### src/hdl/ffpt_pkg.sv
// constants, register map and state types for the flash protection and timing block
package ffpt_pkg;
  // clock and microsecond timing
  localparam int CLK_MHZ = 125;
  localparam logic [7:0] USEC_RESET = 8'(CLK_MHZ - 1);
  localparam int T_PROG_US = 20;
  localparam int T_ERASE_US = 12000;
  // register byte offsets
  localparam logic [7:0] A_ADDR = 8'h00;
  localparam logic [7:0] A_DATA = 8'h04;
  localparam logic [7:0] A_CTL = 8'h08;
  localparam logic [7:0] A_RIS = 8'h0C;
  localparam logic [7:0] A_MASK = 8'h10;
  localparam logic [7:0] A_MISC = 8'h14;
  localparam logic [7:0] A_PE = 8'h18;
  localparam logic [7:0] A_RE = 8'h1C;
  localparam logic [7:0] A_USEC = 8'h20;
  // control register fields
  localparam logic [15:0] FC_KEY = 16'hA442;
  localparam int FC_WRITE = 0;
  localparam int FC_ERASE = 1;
  localparam int FC_MERASE = 2;
  localparam int FC_COMMIT = 3;
  // interrupt status bits
  localparam int IS_ACC = 0;
  localparam int IS_PROG = 1;
  // AXI responses
  localparam logic [1:0] RESP_OK = 2'h0;
  localparam logic [1:0] RESP_ERR = 2'h2;
  // flash geometry
  localparam int BLOCKS = 16;
  localparam logic [12:0] PAGE_LAST = 13'h00FF;
  localparam logic [12:0] ARRAY_LAST = 13'h1FFF;
  localparam logic [31:0] ERASED = 32'hFFFF_FFFF;
  // SRAM and bit-band alias
  localparam logic [31:0] SRAM_BASE = 32'h2000_0000;
  localparam logic [31:0] BB_BASE = 32'h2200_0000;
  localparam logic [31:0] BB_SPAN = 32'h0004_0000;
  typedef enum logic [2:0] {ST_LOAD, ST_IDLE, ST_RD, ST_WAIT, ST_PRD, ST_EWR} ffpt_state_e;
endpackage

### src/hdl/ffpt_top.sv
// flash protection, program/erase timing and bit-band access controller
//
// The implementer's own choices: register access over AXI4-Lite and the address map.
`timescale 1ns/1ps
module ffpt_top
  import ffpt_pkg::*;
#(
  parameter int P_PROG_US = T_PROG_US,
  parameter int P_ERASE_US = T_ERASE_US
) (
  // clock and reset
  input wire logic i_clock,
  input wire logic i_rst,
  // AXI4-Lite register slave
  input wire logic [31:0] i_awaddr,
  input wire logic i_awvalid,
  output logic o_awready,
  input wire logic [31:0] i_wdata,
  input wire logic [3:0] i_wstrb,
  input wire logic i_wvalid,
  output logic o_wready,
  output logic [1:0] o_bresp,
  output logic o_bvalid,
  input wire logic i_bready,
  input wire logic [31:0] i_araddr,
  input wire logic i_arvalid,
  output logic o_arready,
  output logic [31:0] o_rdata,
  output logic [1:0] o_rresp,
  output logic o_rvalid,
  input wire logic i_rready,
  // instruction fetch port (byte address in flash)
  input wire logic i_if_req,
  input wire logic [14:0] i_if_addr,
  output logic o_if_ack,
  output logic [31:0] o_if_data,
  // data_side_bus read port, shared by core and debugger
  input wire logic i_d_req,
  input wire logic [14:0] i_d_addr,
  output logic o_d_ack,
  output logic o_d_fault,
  output logic [31:0] o_d_data,
  // flash array word port
  output logic [12:0] o_arr_addr,
  output logic o_arr_we,
  output logic [31:0] o_arr_wdata,
  input wire logic [31:0] i_arr_rdata,
  // non-volatile protection store
  input wire logic [15:0] i_nv_pe,
  input wire logic [15:0] i_nv_re,
  output logic o_nv_commit,
  output logic o_nv_sel,
  output logic [15:0] o_nv_data,
  // bit-band alias port
  input wire logic i_bb_req,
  input wire logic [31:0] i_bb_addr,
  input wire logic i_bb_we,
  input wire logic i_bb_wbit,
  output logic o_bb_ack,
  output logic o_bb_fault,
  output logic o_bb_rbit,
  // SRAM word port
  output logic o_sram_en,
  output logic o_sram_we,
  output logic [10:0] o_sram_addr,
  output logic [31:0] o_sram_wmask,
  output logic [31:0] o_sram_wdata,
  input wire logic [31:0] i_sram_rdata,
  // flash controller interrupt
  output logic o_irq
);
  typedef struct packed {
    ffpt_state_e st;
    logic aw_have;
    logic w_have;
    logic [7:0] awaddr;
    logic [31:0] wdata;
    logic [3:0] wstrb;
    logic awready;
    logic wready;
    logic bvalid;
    logic [1:0] bresp;
    logic arready;
    logic rvalid;
    logic [31:0] rdata;
    logic [1:0] rresp;
    logic [31:0] fa;
    logic [31:0] fd;
    logic [3:0] ctl;
    logic [1:0] ris;
    logic [1:0] imask;
    logic [BLOCKS-1:0] pe;
    logic [BLOCKS-1:0] re;
    logic [7:0] usec;
    logic [15:0] cnt;
    logic [12:0] widx;
    logic rd_src;
    logic [12:0] arr_addr;
    logic arr_we;
    logic [31:0] arr_wdata;
    logic if_ack;
    logic [31:0] if_data;
    logic d_ack;
    logic d_fault;
    logic [31:0] d_data;
    logic nv_commit;
    logic nv_sel;
    logic [15:0] nv_data;
    logic [1:0] bb_ph;
    logic [4:0] bb_bit;
    logic bb_ack;
    logic bb_fault;
    logic bb_rbit;
    logic sram_en;
    logic sram_we;
    logic [10:0] sram_addr;
    logic [31:0] sram_wmask;
    logic [31:0] sram_wdata;
    logic irq;
  } ffpt_top_s;
  ffpt_top_s s, next_s;

  logic tick;
  logic bb_hit;
  logic [10:0] bb_word;
  logic [4:0] bb_bit;
  logic ev_acc;
  logic ev_done;
  logic [31:0] wv;
  logic [32:0] rd;

  ffpt_usec_tick u_tick (
    .i_clock(i_clock),
    .i_rst(i_rst),
    .i_reload(s.usec),
    .o_tick(tick)
  );

  ffpt_bitband u_bb (
    .i_addr(i_bb_addr),
    .o_hit(bb_hit),
    .o_word(bb_word),
    .o_bit(bb_bit)
  );

  // register read view: {mapped, data}
  function automatic logic [32:0] reg_rd(input ffpt_top_s x, input logic [7:0] a);
    unique case (a)
      A_ADDR: reg_rd = {1'b1, x.fa};
      A_DATA: reg_rd = {1'b1, x.fd};
      A_CTL: reg_rd = {1'b1, 28'h0000000, x.ctl};
      A_RIS: reg_rd = {1'b1, 30'h00000000, x.ris};
      A_MASK: reg_rd = {1'b1, 30'h00000000, x.imask};
      A_MISC: reg_rd = {1'b1, 30'h00000000, x.ris & x.imask};
      A_PE: reg_rd = {1'b1, 16'h0000, x.pe};
      A_RE: reg_rd = {1'b1, 16'h0000, x.re};
      A_USEC: reg_rd = {1'b1, 24'h000000, x.usec};
      default: reg_rd = {1'b0, 32'h00000000};
    endcase
  endfunction

  // protection block of a flash byte address
  function automatic logic [3:0] blk(input logic [14:0] a);
    blk = a[14:11];
  endfunction

  always_comb begin
    next_s = s;
    ev_acc = 1'b0;
    ev_done = 1'b0;
    next_s.if_ack = 1'b0;
    next_s.d_ack = 1'b0;
    next_s.d_fault = 1'b0;
    next_s.nv_commit = 1'b0;
    next_s.arr_we = 1'b0;
    next_s.bb_ack = 1'b0;
    next_s.bb_fault = 1'b0;
    next_s.sram_en = 1'b0;
    next_s.sram_we = 1'b0;
    // write address and data may arrive in either order
    if (i_awvalid && s.awready) begin
      next_s.aw_have = 1'b1;
      next_s.awaddr = i_awaddr[7:0];
    end
    if (i_wvalid && s.wready) begin
      next_s.w_have = 1'b1;
      next_s.wdata = i_wdata;
      next_s.wstrb = i_wstrb;
    end
    if (i_bready && s.bvalid) begin
      next_s.bvalid = 1'b0;
    end
    rd = reg_rd(s, s.awaddr);
    for (int i = 0; i < 4; i++) begin
      wv[i*8 +: 8] = s.wstrb[i] ? s.wdata[i*8 +: 8] : rd[i*8 +: 8];
    end
    if (s.aw_have && s.w_have && !s.bvalid) begin
      next_s.aw_have = 1'b0;
      next_s.w_have = 1'b0;
      next_s.bvalid = 1'b1;
      next_s.bresp = rd[32] ? RESP_OK : RESP_ERR;
      unique case (s.awaddr)
        A_ADDR: next_s.fa = wv;
        A_DATA: next_s.fd = wv;
        A_CTL: begin
          // keyless writes and writes during an operation are dropped
          if (wv[31:16] == FC_KEY && s.ctl == 4'h0 && s.st == ST_IDLE) begin
            next_s.ctl = wv[3:0];
          end
        end
        A_MASK: next_s.imask = wv[1:0];
        A_MISC: next_s.ris = s.ris & ~wv[1:0];
        A_PE: next_s.pe = s.pe & wv[BLOCKS-1:0];
        A_RE: next_s.re = s.re & wv[BLOCKS-1:0];
        A_USEC: next_s.usec = wv[7:0];
        default: ;
      endcase
    end
    if (i_rready && s.rvalid) begin
      next_s.rvalid = 1'b0;
    end
    if (i_arvalid && s.arready) begin
      rd = reg_rd(s, i_araddr[7:0]);
      next_s.rvalid = 1'b1;
      next_s.rdata = rd[31:0];
      next_s.rresp = rd[32] ? RESP_OK : RESP_ERR;
    end
    next_s.awready = !next_s.aw_have && !next_s.bvalid;
    next_s.wready = !next_s.w_have && !next_s.bvalid;
    next_s.arready = !next_s.rvalid;

    unique case (s.st)
      ST_LOAD: begin
        // stored image replaces any uncommitted clears
        next_s.pe = i_nv_pe;
        next_s.re = i_nv_re;
        next_s.st = ST_IDLE;
      end
      ST_IDLE: begin
        if (s.ctl[FC_COMMIT]) begin
          next_s.nv_commit = 1'b1;
          next_s.nv_sel = s.fa[0];
          next_s.nv_data = s.fa[0] ? s.pe : s.re;
          next_s.ctl = 4'h0;
        end else if (s.ctl[FC_WRITE] || s.ctl[FC_ERASE]) begin
          if (!s.pe[blk(s.fa[14:0])]) begin
            next_s.ctl = 4'h0;
            ev_acc = 1'b1;
          end else begin
            next_s.cnt = s.ctl[FC_WRITE] ? 16'(P_PROG_US) : 16'(P_ERASE_US);
            next_s.st = ST_WAIT;
          end
        end else if (s.ctl[FC_MERASE]) begin
          // mass erase needs every block open
          if (!(&s.pe)) begin
            next_s.ctl = 4'h0;
            ev_acc = 1'b1;
          end else begin
            next_s.cnt = 16'(P_ERASE_US);
            next_s.st = ST_WAIT;
          end
        end else if (i_if_req && !s.if_ack) begin
          next_s.arr_addr = i_if_addr[14:2];
          next_s.rd_src = 1'b0;
          next_s.st = ST_RD;
        end else if (i_d_req && !s.d_ack) begin
          if (!s.re[blk(i_d_addr)]) begin
            next_s.d_ack = 1'b1;
            next_s.d_fault = 1'b1;
            next_s.d_data = 32'h00000000;
          end else begin
            next_s.arr_addr = i_d_addr[14:2];
            next_s.rd_src = 1'b1;
            next_s.st = ST_RD;
          end
        end
      end
      ST_RD: begin
        if (s.rd_src) begin
          next_s.d_ack = 1'b1;
          next_s.d_data = i_arr_rdata;
        end else begin
          next_s.if_ack = 1'b1;
          next_s.if_data = i_arr_rdata;
        end
        next_s.st = ST_IDLE;
      end
      ST_WAIT: begin
        // reads are not accepted here, so fetches stall
        if (s.cnt == 16'h0000) begin
          if (s.ctl[FC_WRITE]) begin
            next_s.arr_addr = s.fa[14:2];
            next_s.st = ST_PRD;
          end else if (s.ctl[FC_ERASE]) begin
            next_s.arr_addr = {s.fa[14:10], 8'h00};
            next_s.widx = PAGE_LAST;
            next_s.st = ST_EWR;
          end else begin
            next_s.arr_addr = 13'h0000;
            next_s.widx = ARRAY_LAST;
            next_s.st = ST_EWR;
          end
        end else if (tick) begin
          next_s.cnt = s.cnt - 16'h0001;
        end
      end
      ST_PRD: begin
        next_s.arr_we = 1'b1;
        next_s.arr_wdata = i_arr_rdata & s.fd;
        next_s.ctl = 4'h0;
        ev_done = 1'b1;
        next_s.st = ST_IDLE;
      end
      ST_EWR: begin
        next_s.arr_we = 1'b1;
        next_s.arr_wdata = ERASED;
        if (s.arr_we) begin
          next_s.arr_addr = s.arr_addr + 13'h0001;
          next_s.widx = s.widx - 13'h0001;
          if (s.widx == 13'h0000) begin
            next_s.arr_we = 1'b0;
            next_s.arr_addr = s.arr_addr;
            next_s.ctl = 4'h0;
            ev_done = 1'b1;
            next_s.st = ST_IDLE;
          end
        end
      end
    endcase

    // hardware events win over a same-cycle software clear
    if (ev_acc) begin
      next_s.ris[IS_ACC] = 1'b1;
    end
    if (ev_done) begin
      next_s.ris[IS_PROG] = 1'b1;
    end
    next_s.irq = |(next_s.ris & next_s.imask);

    // bit-band: one masked SRAM access per alias access inside the span; a miss faults without one
    unique case (s.bb_ph)
      2'h0: begin
        if (i_bb_req && !s.bb_ack) begin
          if (!bb_hit) begin
            next_s.bb_ack = 1'b1;
            next_s.bb_fault = 1'b1;
          end else begin
            next_s.sram_en = 1'b1;
            next_s.sram_we = i_bb_we;
            next_s.sram_addr = bb_word;
            next_s.sram_wmask = 32'h00000001 << bb_bit;
            next_s.sram_wdata = {32{i_bb_wbit}};
            next_s.bb_bit = bb_bit;
            if (i_bb_we) begin
              next_s.bb_ack = 1'b1;
            end else begin
              next_s.bb_ph = 2'h1;
            end
          end
        end
      end
      2'h1: next_s.bb_ph = 2'h2;
      2'h2: begin
        next_s.bb_rbit = i_sram_rdata[s.bb_bit];
        next_s.bb_ack = 1'b1;
        next_s.bb_ph = 2'h0;
      end
      default: next_s.bb_ph = 2'h0;
    endcase
  end

  always_ff @(posedge i_clock) begin
    if (i_rst) begin
      s <= '0;
      s.st <= ST_LOAD;
      s.awready <= 1'b1;
      s.wready <= 1'b1;
      s.arready <= 1'b1;
      s.pe <= '1;
      s.re <= '1;
      s.usec <= USEC_RESET;
    end else begin
      s <= next_s;
    end
  end

  assign o_awready = s.awready;
  assign o_wready = s.wready;
  assign o_bresp = s.bresp;
  assign o_bvalid = s.bvalid;
  assign o_arready = s.arready;
  assign o_rdata = s.rdata;
  assign o_rresp = s.rresp;
  assign o_rvalid = s.rvalid;
  assign o_if_ack = s.if_ack;
  assign o_if_data = s.if_data;
  assign o_d_ack = s.d_ack;
  assign o_d_fault = s.d_fault;
  assign o_d_data = s.d_data;
  assign o_arr_addr = s.arr_addr;
  assign o_arr_we = s.arr_we;
  assign o_arr_wdata = s.arr_wdata;
  assign o_nv_commit = s.nv_commit;
  assign o_nv_sel = s.nv_sel;
  assign o_nv_data = s.nv_data;
  assign o_bb_ack = s.bb_ack;
  assign o_bb_fault = s.bb_fault;
  assign o_bb_rbit = s.bb_rbit;
  assign o_sram_en = s.sram_en;
  assign o_sram_we = s.sram_we;
  assign o_sram_addr = s.sram_addr;
  assign o_sram_wmask = s.sram_wmask;
  assign o_sram_wdata = s.sram_wdata;
  assign o_irq = s.irq;
endmodule // ffpt_top

### src/hdl/ffpt_usec_tick.sv
// one-microsecond enable pulse divided down from the system clock
`timescale 1ns/1ps
module ffpt_usec_tick
  import ffpt_pkg::*;
(
  // clock and reset
  input wire logic i_clock,
  input wire logic i_rst,
  // setting and pulse
  input wire logic [7:0] i_reload,
  output logic o_tick
);
  typedef struct packed {
    logic [7:0] cnt;
    logic tick;
  } ffpt_tick_s;
  ffpt_tick_s s, next_s;

  always_comb begin
    next_s = s;
    next_s.tick = 1'b0;
    if (s.cnt == 8'h00) begin
      next_s.cnt = i_reload;
      next_s.tick = 1'b1;
    end else begin
      next_s.cnt = s.cnt - 8'h01;
    end
  end

  always_ff @(posedge i_clock) begin
    if (i_rst) begin
      s <= '{cnt: USEC_RESET, tick: 1'b0};
    end else begin
      s <= next_s;
    end
  end

  assign o_tick = s.tick;
endmodule // ffpt_usec_tick

### src/hdl/ffpt_bitband.sv
// bit-band alias address to SRAM word and bit translation
`timescale 1ns/1ps
module ffpt_bitband
  import ffpt_pkg::*;
(
  // alias address in
  input wire logic [31:0] i_addr,
  // translated location
  output logic o_hit,
  output logic [10:0] o_word,
  output logic [4:0] o_bit
);
  logic [31:0] off;
  logic [12:0] byte_off;

  always_comb begin
    off = i_addr - BB_BASE;
    // alias = base + byte*32 + bit*4
    byte_off = off[17:5];
    o_hit = (i_addr >= BB_BASE) && (off < BB_SPAN);
    o_word = byte_off[12:2];
    o_bit = {byte_off[1:0], off[4:2]};
  end
endmodule // ffpt_bitband

### config.mk
export PLATFORM = sky130hd
export DESIGN_NAME = ffpt_top
export DESIGN_NICKNAME = d
export VERILOG_FILES = /design/src/hdl/ffpt_pkg.sv /design/src/hdl/ffpt_top.sv /design/src/hdl/ffpt_usec_tick.sv /design/src/hdl/ffpt_bitband.sv
export SDC_FILE = /design/constraint.sdc
export NUM_CORES = 1
export LEC_CHECK = 0
export ABC_CLOCK_PERIOD_IN_PS = 6000
export BUFFER_PORTS_ARGS = -buffer_cell sky130_fd_sc_hd__buf_2
export CAP_MARGIN = 20
export CORE_MARGIN = 2
export CORE_UTILIZATION = 40
export CTS_CLUSTER_SIZE = 16
export DETAILED_ROUTE_END_ITERATION = 7
export HOLD_SLACK_MARGIN = 0.1
export PLACE_DENSITY = 0.69
export SLEW_MARGIN = 10
export SYNTH_ARGS = -nofsm -noshare
export SYNTH_HDL_FRONTEND = slang
export SYNTH_HIERARCHICAL = 1
export SYNTH_SLANG_ARGS = --single-unit
### constraint.sdc
create_clock -name i_clock -period 6 [get_ports i_clock]
set_input_delay 0.6 -clock i_clock [delete_from_list [all_inputs] [get_ports i_clock]]
set_output_delay 0.6 -clock i_clock [all_outputs]
set_load 0.02 [all_outputs]
==> results.py <==
metrics = {
    "worst_setup_path": {
        "worstSetupStartpointType": "flop",
        "cp.arrival_ns": 4.10,
        "cp_max_fo": 18,
        "crit_type": "flop to flop",
        "worst_ep_required_time_ns": 6.47,
        "crit_path_end_kind": "flop",
    },
    "clocking": {
        "clk_latency_ns": 0.61,
        "hold_buffers": 0,
        "cts_sinks": 427,
        "clock_path_buffers": 3,
        "cts_buffers": 48,
        "clockRootBuffer": "clkbuf_16",
        "h-tree-depth": 2,
        "cts_resized": 0,
        "cts.clk_slew.worst_paths_ns": 0.06,
        "cts_tree": "done",
        "post_cts_buffers": 0,
    },
    "global_route": {
        "grt_max_degree": 102,
        "grt_use_met3": 0.0635,
        "grt_pass1_wl_um": 109000,
        "use_met2": 0.416,
        "antenna_found_initial": 2,
        "groute.layer.met1.usage": 0.324,
        "grt_overflow": 0,
        "grt_pass1_vias": 18200,
        "grt_busiest_layer": "met2",
        "grt.total_usage": 0.256,
    },
    "sta": {
        "hold_violations": 0,
        "clock-skew-final_ns": 0.0262,
        "clock.fmax_mhz": 276,
        "finalSetupViolations": 0,
        "slew_headroom": 0.239,
        "period_share": 0.605,
        "period_minus_slack_ns": 3.63,
        "worst_slew_pin_slew_ns": 1.14,
        "setup-tns-final_ns": 0,
        "report.final.slew_viol_count": 0,
        "rsz0062_at_grt": "false",
    },
    "routing": {
        "wl_um": 74400,
        "drcViolationCount": 11,
        "drt-wirelength-per-cell_um": 21.7,
        "drt_iter0_markers": 1938,
        "via_count": 20000,
        "dr.pass1.iters": 8,
        "ant_nets": 0,
        "vias_per_cell": 5.84,
    },
    "floorplanning": {
        "initial_utilization": 0.405,
        "die_h_um": 235,
        "dieArea_um2": 55000,
        "fp-row-count": 84,
        "io_pins": 523,
        "die_w_um": 235,
        "core_um2": 52600,
    },
    "place": {
        "place_hpwl_um": 54000,
        "io_buffers": 466,
        "gp_congestion": 0.964,
        "dp_cells": 3333,
    },
    "yosys": {
        "syn-cell-area_um2": 21300,
        "synth_flop_cell": "dfxtp_1",
        "seq_area_frac_synth": 0.402,
        "synth_area_per_cell_um2": 8.19,
        "yosysWarnings": 6,
        "synth_edf_count": 0,
        "yosys_register_bits": 427,
        "async_reset_ff_frac": 0,
        "synthCells": 2595,
        "synth_cell_types": 81,
    },
    "final_layout": {
        "finalNetCount": 2976,
        "finalNonFillerCells": 3428,
        "drive_above_1_share": 0.240,
        "area_growth_pct": 12.2,
    },
    "pwr": {
        "leakagePower_uw": 0.00958,
        "ir_drop_v": 0.000221,
        "p_per_area_nw_per_um2": 300,
    },
    "min_path": {
        "hp-class": "primary input to flop",
    },
    "run_status": {
        "status": "complete, but fails checks",
        "violations": "DRC",
    },
    "job": {
        "max-cap-violations": 0,
    },
}
==> worst paths after layout <==
path                         from             to  slack, ns  cells after the start
setup reg to reg           s[441]         s[358]       2.37                      6
hold reg to reg       o_d_data[6]    o_d_data[6]       0.45                      2
hold / removal    i_arr_rdata[14]  o_if_data[14]       0.24                      2
setup / recovery           s[441]         s[358]       2.37                      6
==> state kept, by name, summed over array words and instances (netlist names), 8 cells and up <==
register	count
o_sram_addr	11
o_arr_addr	13
o_sram_wmask	32
o_nv_data	16
s	198
o_d_data	32
o_arr_wdata	32
u_tick/s	8
o_if_data	32
o_rdata	32
==> cells in the mapped netlist, types with 5 or more instances <==
library cell	count	area, um2
a211oi_1	24	180
a21oi_1	276	1380
a221o_1	29	290
a221oi_1	20	175
a222oi_1	13	130
a22o_1	32	280
a22oi_1	25	188
a31oi_1	24	150
a32oi_1	8	70.1
a41oi_1	13	114
and2_1	8	50.1
and3_1	10	62.6
buf_1	12	45.0
buf_2	9	45.0
buf_4	253	1900
clkbuf_1	166	623
dfxtp_1	427	8550
ha_1	6	75.1
inv_1	26	97.6
mux2_2	30	338
mux2i_1	58	581
mux4_2	19	428
nand2_1	392	1470
nand2b_1	15	93.8
nand3_1	102	510
nand3b_1	12	90.1
nand4_1	22	138
nor2_1	175	657
nor2b_1	13	81.3
nor3_1	58	290
nor3b_1	6	45.0
nor4_1	18	113
nor4b_1	8	70.1
o211ai_1	6	45.0
o21ai_0	139	696
o311ai_0	6	52.6
o31a_1	5	43.8
o31ai_1	22	165
o32ai_1	6	52.6
o41ai_1	5	43.8
or2_2	5	31.3
or3_1	10	62.6
xnor2_1	6	52.6
==> per-layer routing <==
metal,up-vias,part of all wire
met2,1118,0.46
li1,9213,-
met5,-,0.000094
met4,2,0.040
met3,184,0.096
met1,9487,0.40
==> cell families after synthesis <==
group                    share of synthesized area
AO/OA/AOI/OAI                                0.206
XOR/XNOR                                   0.00412
adder cells (fa/ha/maj)                    0.00353
buffers and inverters                        0.131
flip-flops                                   0.402
multiplexers                                0.0639
other                                     0.000176
AND/OR/NAND/NOR                              0.189
==> cell type report <==
| cell class | instances | area (um2) |
|---|---|---|
| inverters | 26 | 98.8 |
| multi-input cells | 1696 | 9990 |
| repair buffers | 501 | 2640 |
| diodes | 1 | 2.50 |
| clock inverters | 22 | 337 |
| well taps | 688 | 861 |
| fillers | 5227 | 28700 |
| clock buffers | 67 | 1360 |
| flip-flops and latches | 427 | 8550 |
==> layout by cell type (no fill, tap or decap), types with 23 or more instances in the layout <==
| cell | netlist | final |
|---|---|---|
| o21ai_0 | 139 | 138 |
| inv_1 | 26 | 25 |
| nand2_1 | 392 | 392 |
| nor3_1 | 58 | 54 |
| nor2_1 | 175 | 174 |
| a221o_1 | 29 | 29 |
| a22o_1 | 32 | 32 |
| a31oi_1 | 24 | 23 |
| a21oi_1 | 276 | 276 |
| buf_4 | 253 | 31 |
| buf_2 | 9 | 465 |
| a211oi_1 | 24 | 24 |
| mux2_2 | 30 | 30 |
| dfxtp_1 | 427 | 426 |
| mux2i_1 | 58 | 58 |
| a22oi_1 | 25 | 25 |
| clkbuf_16 | 0 | 48 |
| nand3_1 | 102 | 102 |
==> power by group <==
part | internal (uW) | switching, uW | leakage [uW]
registers | 2950 | 150 | 0.00347
logic | 313 | 589 | 0.00529
clock network | 1860 | 1280 | 0.000823
==> per-stage QoR <==
| step | worst slack (ns) | power (uW) | utilization | area [um2] | hold slack, ns |
|---|---|---|---|---|---|
| floorplan | 3.13 | 3730 | - | 21300 | 0.432 |
| global placement | 2.30 | 4010 | 0.420 | 22100 | 0.441 |
| detailed placement | 2.55 | 4030 | 0.420 | 22100 | 0.447 |
| CTS | 2.51 | 7170 | 0.452 | 23800 | 0.210 |
| global route | 2.24 | 7390 | 0.454 | 23800 | 0.225 |
| finish | 2.37 | 7150 | 0.454 | 23800 | 0.240 |
==> critical path: stages, from the launching register on <==
cell,delay [ns]
dfxtp_1,0.43
nor3_2,0.87
nand2_1,0.71
or3_1,0.89
buf_4,0.36
a21oi_1,0.17
nor2_1,0.06
(Power assumes the default switching activity.)
